--- src/core/sis_pkg.sv ---
// Constants shared by the interrupt and standby controller.
// Assumes a 32-bit APB slave with byte addresses.
package sis_pkg;
	localparam int ADDR_W = 8;
	localparam int NUM_SRC = 11;
	localparam int PRI_W = 4;
	// Register byte offsets
	localparam logic [7:0] OFS_RESET_CAUSE = 8'h00;
	localparam logic [7:0] OFS_PEND_LOW = 8'h04;
	localparam logic [7:0] OFS_PEND_MID = 8'h08;
	localparam logic [7:0] OFS_PEND_HIGH = 8'h0C;
	localparam logic [7:0] OFS_CONFIG = 8'h10;
	localparam logic [7:0] OFS_SRC_ENABLE = 8'h14;
	localparam logic [7:0] OFS_TIMEBASE = 8'h18;
	// Reset cause fields
	localparam int RC_POR = 0;
	localparam int RC_WATCHDOG = 1;
	localparam int RC_ILL_OPCODE = 2;
	localparam int RC_ILL_FETCH = 3;
	localparam int RC_MONITOR = 4;
	localparam int RC_LOW_VOLT = 5;
	localparam int RC_W = 6;
	localparam logic [RC_W-1:0] RC_RESET_VAL = 6'h01;
	// Config fields
	localparam int CFG_WD_DISABLE = 0;
	localparam int CFG_OSC_IN_STOP = 1;
	localparam int CFG_SHORT_REC = 2;
	// Timebase control fields
	localparam int TB_IRQ_EN = 0;
	localparam int TB_ACK = 1;
	localparam int TB_FLAG = 2;
	// Fixed priorities
	localparam logic [3:0] PRI_SWI = 4'h0;
	localparam logic [3:0] PRI_EXT_PIN = 4'h1;
	localparam logic [3:0] PRI_TIMEBASE = 4'hB;
	// Stop recovery lengths in reference clock cycles
	localparam int REC_LONG_CYCLES = 4096;
	localparam int REC_SHORT_CYCLES = 32;
	typedef enum logic [3:0] {
		S_RUN = 4'b0001,
		S_WAIT = 4'b0010,
		S_STOP = 4'b0100,
		S_RECOVER = 4'b1000
	} mode_t;
endpackage

--- src/core/bit_sync.sv ---
// Two-flop synchroniser for asynchronous pin levels.
// Assumes the destination clock is pclk.
`timescale 1ns/1ps
module bit_sync #(
	parameter int WIDTH = 1
) (
	// Clock and reset
	input wire logic pclk,
	input wire logic presetn,
	// Data
	input wire logic [WIDTH-1:0] async_in,
	output logic [WIDTH-1:0] sync_out
);
	logic [WIDTH-1:0] stage1;

	initial begin
		if (WIDTH < 1) begin
			$error("bit_sync width must be positive");
		end
	end

	// Free-running so a frozen clock enable never traps metastability
	for (genvar i = 0; i < WIDTH; i++) begin : g_bit
		always_ff @(posedge pclk or negedge presetn) begin
			if (!presetn) begin
				stage1[i] <= 1'b0;
				sync_out[i] <= 1'b0;
			end else begin
				stage1[i] <= async_in[i];
				sync_out[i] <= stage1[i];
			end
		end
	end
endmodule

--- src/core/recovery_counter.sv ---
// Stop recovery timer counting reference clock ticks.
// Assumes tick is a one-cycle enable in the pclk domain.
`timescale 1ns/1ps
module recovery_counter
	import sis_pkg::*;
#(
	parameter int LONG_CYCLES = REC_LONG_CYCLES,
	parameter int SHORT_CYCLES = REC_SHORT_CYCLES,
	parameter int CNT_W = 13
) (
	// Clock and reset
	input wire logic pclk,
	input wire logic presetn,
	input wire logic clk_en,
	// Control
	input wire logic hold,
	input wire logic tick,
	input wire logic use_short,
	// Status
	output logic done
);
	logic [CNT_W-1:0] count;
	logic [CNT_W-1:0] last;

	initial begin
		if (SHORT_CYCLES < 1 || LONG_CYCLES < SHORT_CYCLES || LONG_CYCLES >= (1 << CNT_W)) begin
			$error("recovery_counter lengths do not fit");
		end
	end

	assign last = use_short ? CNT_W'(SHORT_CYCLES - 1) : CNT_W'(LONG_CYCLES - 1);

	always_ff @(posedge pclk or negedge presetn) begin
		if (!presetn) begin
			count <= '0;
			done <= 1'b0;
		end else if (clk_en) begin
			if (hold) begin
				count <= '0;
				done <= 1'b0;
			end else if (tick && !done) begin
				count <= count + CNT_W'(1);
				done <= (count == last);
			end
		end
	end
endmodule

--- src/core/system_interrupt_standby_control.sv ---
// Interrupt latch and arbitration, standby control and reset cause.
// Assumes CPU strobes are one-cycle pulses on pclk; the pin is async.
//
// Functional notes
// - Latch requests; hand CPU fixed winning vector
// - Latched request holds until serviced or unmasked
// - Arbitrate at instruction completion, wait wake, recovery end
// - Take only unmasked, enabled sources
// - Highest priority pending request wins
// - Pending request serviced right after return
// - Upper index register never pushed
// - Software trap ignores global mask
// - Software pushes PC; hardware pushes PC-1
// - Reset beats and bypasses arbitration
// - Wait/stop clear mask, gate CPU clock
// - Wait keeps peripherals; stack next cycle
// - Watchdog runs in wait unless disabled
// - Stop gates clocks, generator unless enabled
// - Counter held in stop, times recovery
// - Interrupt recovery 4096 or 32 ticks
// - Reset exit always uses long recovery
// - Separate flag per reset source
// - Read clears causes; power-on sets one
// - Used pending flags mirror enabled requests
// - Unused pending flags read zero
// - Mask spares software trap; fixed priorities
// - Timebase flag sets on rollover, ack clears
`timescale 1ns/1ps
module system_interrupt_standby_control
	import sis_pkg::*;
#(
	parameter int LONG_CYCLES = REC_LONG_CYCLES,
	parameter int SHORT_CYCLES = REC_SHORT_CYCLES
) (
	// Clock, reset, enable
	input wire logic pclk,
	input wire logic presetn,
	input wire logic clk_en,
	// APB slave
	input wire logic psel,
	input wire logic penable,
	input wire logic pwrite,
	input wire logic [sis_pkg::ADDR_W-1:0] paddr,
	input wire logic [31:0] pwdata,
	output logic [31:0] prdata,
	output logic pready,
	output logic pslverr,
	// CPU core strobes
	input wire logic instr_done,
	input wire logic swi_exec,
	input wire logic wait_exec,
	input wire logic stop_exec,
	input wire logic int_ack,
	input wire logic global_mask,
	// Interrupt sources
	input wire logic external_interrupt_pin,
	input wire logic [sis_pkg::NUM_SRC-2:1] periph_req,
	input wire logic timebase_rollover,
	// Reset sources, watchdog through low voltage
	input wire logic [sis_pkg::RC_W-1:1] reset_req,
	// Reference clock tick
	input wire logic reference_clock,
	// To CPU
	output logic int_request,
	output logic [sis_pkg::PRI_W-1:0] int_vector_sel,
	output logic push_pc_minus_one,
	output logic push_index_high,
	output logic mask_clear,
	output logic cpu_reset,
	// Clock gating
	output logic cpu_clk_en,
	output logic periph_clk_en,
	output logic clkgen_out_en,
	output logic watchdog_run
);
	import sis_pkg::*;

	mode_t mode;
	mode_t next_mode;
	logic pin_level;
	logic [RC_W-1:0] reset_cause_status;
	logic [2:0] config_bits;
	logic [NUM_SRC:1] src_enable;
	logic timebase_irq_enable;
	logic timebase_rollover_flag;
	logic [NUM_SRC:1] raw_req;
	logic [NUM_SRC:1] avail;
	logic any_avail;
	logic [PRI_W-1:0] winner;
	logic mask_prev;
	logic mask_fall;
	logic reset_any;
	logic rec_long;
	logic rec_by_reset;
	logic rec_done;
	logic xfer_setup;
	logic xfer_done;
	logic wr_done;
	logic rd_cause;
	logic [31:0] rd_word;
	logic rd_mapped;
	logic [7:0] pend_low;
	logic [7:0] pend_mid;
	logic [7:0] pend_high;

	bit_sync #(.WIDTH(1)) u_pin_sync (
		.pclk(pclk),
		.presetn(presetn),
		.async_in(external_interrupt_pin),
		.sync_out(pin_level)
	);

	// Counter held in reset outside recovery
	recovery_counter #(
		.LONG_CYCLES(LONG_CYCLES),
		.SHORT_CYCLES(SHORT_CYCLES),
		.CNT_W(13)
	) u_rec (
		.pclk(pclk),
		.presetn(presetn),
		.clk_en(clk_en),
		.hold(mode != S_RECOVER),
		.tick(reference_clock),
		.use_short(!rec_long),
		.done(rec_done)
	);

	assign reset_any = |reset_req;
	assign mask_fall = mask_prev && !global_mask;

	// Request vector, index equals fixed priority
	assign raw_req = {timebase_irq_enable && timebase_rollover_flag, periph_req, pin_level};
	assign avail = raw_req & src_enable;
	assign any_avail = |avail;

	// Lowest index wins
	always_comb begin
		winner = PRI_EXT_PIN;
		for (int i = NUM_SRC; i >= 1; i--) begin
			if (avail[i]) begin
				winner = PRI_W'(i);
			end
		end
	end

	// Pending flag layout: used flags mirror enabled requests, spare bits zero
	assign pend_low = {1'b0, avail[5:1], 2'b00};
	assign pend_mid = {avail[9:6], 4'h0};
	assign pend_high = {6'h00, avail[11:10]};

	always_comb begin
		next_mode = mode;
		case (mode)
			S_RUN: begin
				if (!reset_any && instr_done && wait_exec) begin
					next_mode = S_WAIT;
				end else if (!reset_any && instr_done && stop_exec) begin
					next_mode = S_STOP;
				end
			end
			S_WAIT: begin
				if (reset_any || any_avail) begin
					next_mode = S_RUN;
				end
			end
			S_STOP: begin
				if (reset_any || any_avail) begin
					next_mode = S_RECOVER;
				end
			end
			S_RECOVER: begin
				if (rec_done) begin
					next_mode = S_RUN;
				end
			end
			default: next_mode = S_RUN;
		endcase
	end

	always_ff @(posedge pclk or negedge presetn) begin
		if (!presetn) begin
			mode <= S_RUN;
			mask_prev <= 1'b0;
		end else if (clk_en) begin
			mode <= next_mode;
			mask_prev <= global_mask;
		end
	end

	// Recovery length chosen on stop exit
	always_ff @(posedge pclk or negedge presetn) begin
		if (!presetn) begin
			rec_long <= 1'b1;
			rec_by_reset <= 1'b0;
		end else if (clk_en) begin
			if (mode == S_STOP && next_mode == S_RECOVER) begin
				rec_long <= reset_any || !config_bits[CFG_SHORT_REC];
				rec_by_reset <= reset_any;
			end else if (mode == S_RECOVER && reset_any) begin
				rec_long <= 1'b1;
				rec_by_reset <= 1'b1;
			end
		end
	end

	// Interrupt latch
	always_ff @(posedge pclk or negedge presetn) begin
		if (!presetn) begin
			int_request <= 1'b0;
			int_vector_sel <= PRI_SWI;
			push_pc_minus_one <= 1'b0;
			push_index_high <= 1'b0;
		end else if (clk_en) begin
			push_index_high <= 1'b0;
			if (reset_any) begin
				int_request <= 1'b0;
			end else if (int_request) begin
				// Nothing displaces the latched source
				if (int_ack || mask_fall) begin
					int_request <= 1'b0;
				end
			end else if (mode == S_RUN && instr_done) begin
				if (swi_exec) begin
					int_request <= 1'b1;
					int_vector_sel <= PRI_SWI;
					push_pc_minus_one <= 1'b0;
				end else if (!global_mask && any_avail && !wait_exec && !stop_exec) begin
					int_request <= 1'b1;
					int_vector_sel <= winner;
					push_pc_minus_one <= 1'b1;
				end
			end else if (mode == S_WAIT && any_avail) begin
				int_request <= 1'b1;
				int_vector_sel <= winner;
				push_pc_minus_one <= 1'b1;
			end else if (mode == S_RECOVER && rec_done && !rec_by_reset && any_avail) begin
				int_request <= 1'b1;
				int_vector_sel <= winner;
				push_pc_minus_one <= 1'b1;
			end
		end
	end

	// Clock gating and CPU controls
	always_ff @(posedge pclk or negedge presetn) begin
		if (!presetn) begin
			cpu_clk_en <= 1'b1;
			periph_clk_en <= 1'b1;
			clkgen_out_en <= 1'b1;
			watchdog_run <= 1'b1;
			mask_clear <= 1'b0;
			cpu_reset <= 1'b0;
		end else if (clk_en) begin
			cpu_clk_en <= (next_mode == S_RUN);
			periph_clk_en <= (next_mode == S_RUN) || (next_mode == S_WAIT);
			// Recovery needs the reference clock to count
			clkgen_out_en <= (next_mode != S_STOP) || config_bits[CFG_OSC_IN_STOP];
			watchdog_run <= !config_bits[CFG_WD_DISABLE] && (next_mode != S_STOP);
			mask_clear <= (mode == S_RUN) && !reset_any && instr_done
				&& (wait_exec || stop_exec);
			// Reset from stop is held until the long recovery ends
			cpu_reset <= reset_any || (mode == S_RECOVER && rec_by_reset && !rec_done);
		end
	end

	// APB: answer on the second access cycle
	assign xfer_setup = psel && penable && !pready;
	assign xfer_done = psel && penable && pready;
	assign wr_done = xfer_done && pwrite;
	assign rd_cause = xfer_done && !pwrite && (paddr == OFS_RESET_CAUSE);

	always_comb begin
		rd_word = 32'h0000_0000;
		rd_mapped = 1'b1;
		case (paddr)
			OFS_RESET_CAUSE: rd_word[RC_W-1:0] = reset_cause_status;
			OFS_PEND_LOW: rd_word[7:0] = pend_low;
			OFS_PEND_MID: rd_word[7:0] = pend_mid;
			OFS_PEND_HIGH: rd_word[7:0] = pend_high;
			OFS_CONFIG: rd_word[2:0] = config_bits;
			OFS_SRC_ENABLE: rd_word[NUM_SRC:1] = src_enable;
			OFS_TIMEBASE: begin
				rd_word[TB_IRQ_EN] = timebase_irq_enable;
				rd_word[TB_FLAG] = timebase_rollover_flag;
			end
			default: rd_mapped = 1'b0;
		endcase
	end

	always_ff @(posedge pclk or negedge presetn) begin
		if (!presetn) begin
			pready <= 1'b0;
			pslverr <= 1'b0;
			prdata <= 32'h0000_0000;
		end else if (clk_en) begin
			pready <= xfer_setup;
			if (xfer_setup) begin
				pslverr <= !rd_mapped;
				prdata <= pwrite ? 32'h0000_0000 : rd_word;
			end else begin
				pslverr <= 1'b0;
			end
		end
	end

	// Software writable controls; status registers ignore writes
	always_ff @(posedge pclk or negedge presetn) begin
		if (!presetn) begin
			config_bits <= 3'h0;
			src_enable <= '0;
			timebase_irq_enable <= 1'b0;
		end else if (clk_en && wr_done) begin
			case (paddr)
				OFS_CONFIG: config_bits <= pwdata[2:0];
				OFS_SRC_ENABLE: src_enable <= pwdata[NUM_SRC:1];
				OFS_TIMEBASE: timebase_irq_enable <= pwdata[TB_IRQ_EN];
				default: ;
			endcase
		end
	end

	// Timebase flag: rollover wins over a same-cycle acknowledge
	always_ff @(posedge pclk or negedge presetn) begin
		if (!presetn) begin
			timebase_rollover_flag <= 1'b0;
		end else if (clk_en) begin
			if (timebase_rollover) begin
				timebase_rollover_flag <= 1'b1;
			end else if (wr_done && paddr == OFS_TIMEBASE && pwdata[TB_ACK]) begin
				timebase_rollover_flag <= 1'b0;
			end
		end
	end

	// Reset cause: power-on sets only its own flag
	always_ff @(posedge pclk or negedge presetn) begin
		if (!presetn) begin
			reset_cause_status <= RC_RESET_VAL;
		end else if (clk_en) begin
			if (reset_any) begin
				reset_cause_status <= {reset_req, 1'b0};
			end else if (rd_cause) begin
				reset_cause_status <= '0;
			end
		end
	end

	chk_swi_unmaskable: assert property (@(posedge pclk) disable iff (!presetn)
		clk_en && mode == S_RUN && instr_done && swi_exec && !int_request && !reset_any
		|=> int_request && int_vector_sel == PRI_SWI && !push_pc_minus_one)
		else $error("software trap not taken");
	chk_latch_holds: assert property (@(posedge pclk) disable iff (!presetn)
		int_request && !int_ack && !mask_fall && !reset_any
		|=> int_request && $stable(int_vector_sel))
		else $error("latched request displaced");
	chk_masked_ignored: assert property (@(posedge pclk) disable iff (!presetn)
		clk_en && mode == S_RUN && instr_done && global_mask && !swi_exec && !int_request
		|=> !int_request)
		else $error("masked request taken");
	chk_pc_adjust: assert property (@(posedge pclk) disable iff (!presetn)
		int_request |-> push_pc_minus_one == (int_vector_sel != PRI_SWI))
		else $error("stacked PC adjust wrong");
	chk_reset_first: assert property (@(posedge pclk) disable iff (!presetn)
		clk_en && reset_any |=> cpu_reset && !int_request ##1 !int_request)
		else $error("reset did not override interrupt");
	chk_wait_entry: assert property (@(posedge pclk) disable iff (!presetn)
		clk_en && mode == S_RUN && instr_done && wait_exec && !reset_any
		|=> mask_clear && !cpu_clk_en && periph_clk_en)
		else $error("wait entry wrong");
	chk_wait_wake: assert property (@(posedge pclk) disable iff (!presetn)
		clk_en && mode == S_WAIT && any_avail && !reset_any
		|=> int_request && cpu_clk_en)
		else $error("wait wake did not start stacking");
	chk_wait_watchdog: assert property (@(posedge pclk) disable iff (!presetn)
		clk_en && next_mode == S_WAIT |=> watchdog_run == !$past(config_bits[CFG_WD_DISABLE]))
		else $error("watchdog state wrong in wait");
	chk_stop_clocks: assert property (@(posedge pclk) disable iff (!presetn)
		clk_en && next_mode == S_STOP
		|=> !periph_clk_en && clkgen_out_en == $past(config_bits[CFG_OSC_IN_STOP]))
		else $error("stop clock gating wrong");
	chk_cause_read: assert property (@(posedge pclk) disable iff (!presetn)
		clk_en && rd_cause && !reset_any |=> reset_cause_status == '0)
		else $error("reset cause not cleared by read");
	chk_reset_long: assert property (@(posedge pclk) disable iff (!presetn)
		clk_en && mode == S_STOP && reset_any |=> rec_long)
		else $error("reset exit not long recovery");

	cov_swi: cover property (@(posedge pclk) disable iff (!presetn)
		int_request && int_vector_sel == PRI_SWI);
	cov_wait_wake: cover property (@(posedge pclk) disable iff (!presetn)
		mode == S_WAIT ##1 int_request);
	cov_stop_recover: cover property (@(posedge pclk) disable iff (!presetn)
		mode == S_RECOVER && rec_done);
	cov_cause_read: cover property (@(posedge pclk) disable iff (!presetn) rd_cause);
endmodule

--- config.mk ---
export PLATFORM = sky130hd
export DESIGN_NAME = system_interrupt_standby_control
export DESIGN_NICKNAME = d
export VERILOG_FILES = /design/src/core/sis_pkg.sv /design/src/core/bit_sync.sv /design/src/core/recovery_counter.sv /design/src/core/system_interrupt_standby_control.sv
export SDC_FILE = /design/constraint.sdc
export NUM_CORES = 1
export LEC_CHECK = 0
export ABC_AREA = 1
export BUFFER_PORTS_ARGS = -buffer_cell sky130_fd_sc_hd__buf_4
export CAP_MARGIN = 5
export CORE_MARGIN = 2
export CORE_UTILIZATION = 40
export CTS_CLUSTER_SIZE = 12
export DETAILED_ROUTE_END_ITERATION = 8
export SLEW_MARGIN = 0
export SYNTH_ARGS = -nofsm -noshare
export SYNTH_HDL_FRONTEND = slang
export SYNTH_HIERARCHICAL = 1
export SYNTH_SLANG_ARGS = --single-unit
--- constraint.sdc ---
create_clock -name pclk -period 3.4 [get_ports pclk]
set_clock_uncertainty 0.1 [all_clocks]
set_input_delay 0.51 -clock pclk [delete_from_list [all_inputs] [get_ports pclk]]
set_output_delay 0.51 -clock pclk [all_outputs]
set_load 0.05 [all_outputs]
==> results_dict.tcl <==
set metrics [dict create \
    slew_headroom_pct 39.4 \
    cts_made_buffers 9 \
    firstDrtPassIters 4 \
    start_kind "flop" \
    ant_nets 0 \
    htree_levels 3 \
    ioPinCount 116 \
    leakagePower_uw 0.00268 \
    fin_crit_sh_pct 56.2 \
    grt_use_total_pct 18.6 \
    antenna_cells_inserted 0 \
    vias 3532 \
    min_period_ns 1.91 \
    slowest_delay_ns 0.56 \
    stdcell_count 754 \
    cts_setup_buffers 0 \
    area_growth_syn_to_layout_pct 21.3 \
    dpl_cell_area_mm2 0.00471 \
    max-clock-path-buffers 2 \
    cp-end-kind "flop" \
    crit_type "flop to flop" \
    drt-initial-drc-count 89 \
    cts_resized 0 \
    final-setup-viol-count 0 \
    hold_viol_final 0 \
    die_h_um 105 \
    coreArea_mm2 0.00986 \
    cpMostUsedCell "nand2_1" \
    post-route-worst-setup-slack_ns 1.49 \
    drive_gt1_share_pct 23.3 \
    grt_pass1_wl_um 16600 \
    cap_violations 0 \
    grt_pass1_vias 3562 \
    path_clk_slew_ns 0.08 \
    initial_utilization_pct 41.7 \
    vias_per_cell 4.68 \
    synthFlopType "dfrtp_1" \
    avgRoutedWirePerCell_um 12.8 \
    final_nets 686 \
    max_freq_ghz 0.523 \
    num-fill-cells 998 \
    tns_ns 0 \
    place_congestion 0.872 \
    rsz0062_at_grt "no" \
    synth_seq_cells 71 \
    powerDensity_mw_per_mm2 458 \
    cts_tree "yes" \
    portBuffers 74 \
    clk_latency_ns 0.34 \
    die_x_um 105 \
    netlist-cell-type-count 43 \
    hold_class "primary input to flop" \
    cts-root-buf "clkbuf_8" \
    tightest_slew_ns 0.909 \
    crit_family "simple AND/OR/NAND/NOR gates" \
    arrival_ns 2.09 \
    dp_hpwl_um 7260 \
    fin_area_mm2 0.00499 \
    finalWirelength_um 9640 \
    synthCells 538 \
    synth_edf_count 0 \
    yosys_warnings 6 \
    status "finished, final reports clean" \
    async_reset_ff_share_pct 100 \
    grt_antenna_before_repair 0 \
    vdd_ir_drop_max_mv 0.213 \
    syn-mean-instance-area_um2 7.64 \
    slew_violations 0 \
    drc 0 \
    synth_area_mm2 0.00411 \
    overflow 0 \
    place_ws_ns 1.26 \
    ys_seq_area_share_pct 43.5 \
    cts.sinks 71 \
    dp_cells 738 \
    grt_max_degree 72 \
    rows 36 \
    crit_required_ns 3.58 \
    cp_slowest_cell "dfstp_2" \
    worstPathMaxFanout 12 \
    worst-path-buf-inv 1 \
    path_cells "nor2_1 -> nand2_1 -> inv_2 -> nand2_2 -> nand2_2 -> nor2_1 -> nand2_1 -> nand2_1 -> nand2_1 -> nor2_1" \
    die-area_mm2 0.0111 \
    cts_hold_buf 0 \
]
-- metal layers --
layer	GRT usage, %	wire [um]
met1	24.0	4450
met2	31.2	4570
met3	4.70	531
met4	4.38	89
met5	0	0
-- worst reg2reg max path, cell delays in order (launching register included) --
cell	delay, ns
dfstp_2	0.56
nor2_1	0.08
nand2_1	0.18
inv_2	0.11
nand2_2	0.08
nand2_2	0.20
nor2_1	0.27
nand2_1	0.08
nand2_1	0.06
nand2_1	0.05
nor2_1	0.09
-- per-stage QoR --
stage,utilization (%),power (uW),hold WS (ns)
final,50.5,2280,0.172
after CTS,50.5,2310,0.158
after detailed placement,47.7,1370,0.239
after floorplan,-,1250,0.114
after global placement,47.7,1370,0.246
after global routing,50.5,2390,0.154
-- layout by cell type (no fill, tap or decap), types with 2 or more instances in the layout --
cell and n:
nand2_1 186, buf_4 74, dfrtp_1 64, inv_1 61
nor2_1 46, nand3_1 29, o21ai_0 28, conb_1 21
nor3_1 11, clkbuf_8 11, nand4_1 8, dfstp_2 7
nor2_2 6, a21oi_1 6, a21oi_2 6, inv_2 5
nand2_2 5, mux2_4 4, bufinv_16 4, nor3_4 3
nor2_4 3, o21bai_1 3, nor2_8 2, nor3_2 2
o211ai_1 2, nand3_2 2, a31oi_1 2, o22ai_1 2
nand2_4 2, o21ai_2 2
-- cell families after synthesis --
logic type	after synthesis	synth area share [%]
other	1	0.0913
muxes	4	1.46
and+or+nand+nor	309	34.3
AOI/OAI and AO/OA	59	9.56
DFF	71	43.5
buffers and inverters	93	10.9
adders and majority gates	1	0.304
-- worst paths after layout --
path                                             startpoint  slack, ns                             to  cells after the start
worst max-delay path                    mode[0]$_DFFE_PN1P_       1.49     u_rec/count[9]$_DFFE_PN0P_                     10
worst min-delay path                 external_interrupt_pin       0.17    u_pin_sync/stage1$_DFF_PN0_                      1
worst max register to register          mode[0]$_DFFE_PN1P_       1.49     u_rec/count[9]$_DFFE_PN0P_                     10
worst min register to register  u_pin_sync/stage1$_DFF_PN0_       0.26  u_pin_sync/sync_out$_DFF_PN0_                      0
max in group asynchronous                           presetn       2.41          prdata[7]$_DFFE_PN0P_                      1
min in group asynchronous                           presetn       0.18          mask_prev$_DFFE_PN0P_                      1
-- layout make-up --
cell class | instances | area (um^2) | share of cell area [%]
Timing Repair Buffer | 74 | 556 | 11.1
Clock buffer | 11 | 151 | 3.04
Multi-Input combinational cell | 394 | 1950 | 39.1
Clock inverter | 5 | 128 | 2.56
Tap cell | 133 | 166 | 3.34
Sequential cell | 71 | 1790 | 35.8
Inverter | 66 | 248 | 4.97
-- power breakdown --
part           switching [uW]  internal (uW)
clock network             328            602
registers                29.0            905
logic                     295            122
-- registers in the layout (all words and copies together) (netlist names), 3 cells and up --
register            count
mode                    4
reset_cause_status      6
prdata                 12
config_bits             3
int_vector_sel          4
u_rec/count            13
src_enable             11
-- Yosys cell counts (3+ instances only) --
cell	count	area share (%)
a21oi_1	6	0.73
a21oi_2	6	1.3
buf_4	22	4.0
clkbuf_1	3	0.27
dfrtp_1	64	39
dfstp_2	7	4.5
inv_1	61	5.6
inv_2	5	0.46
mux2_4	4	1.5
nand2_1	186	17
nand2_2	5	0.76
nand3_1	29	3.5
nand4_1	8	1.2
nor2_1	46	4.2
nor2_2	6	0.91
nor2_4	3	0.82
nor3_1	11	1.3
nor3_4	3	1.2
o21ai_0	28	3.4
o21bai_1	3	0.55
(Power assumes the default switching activity.)
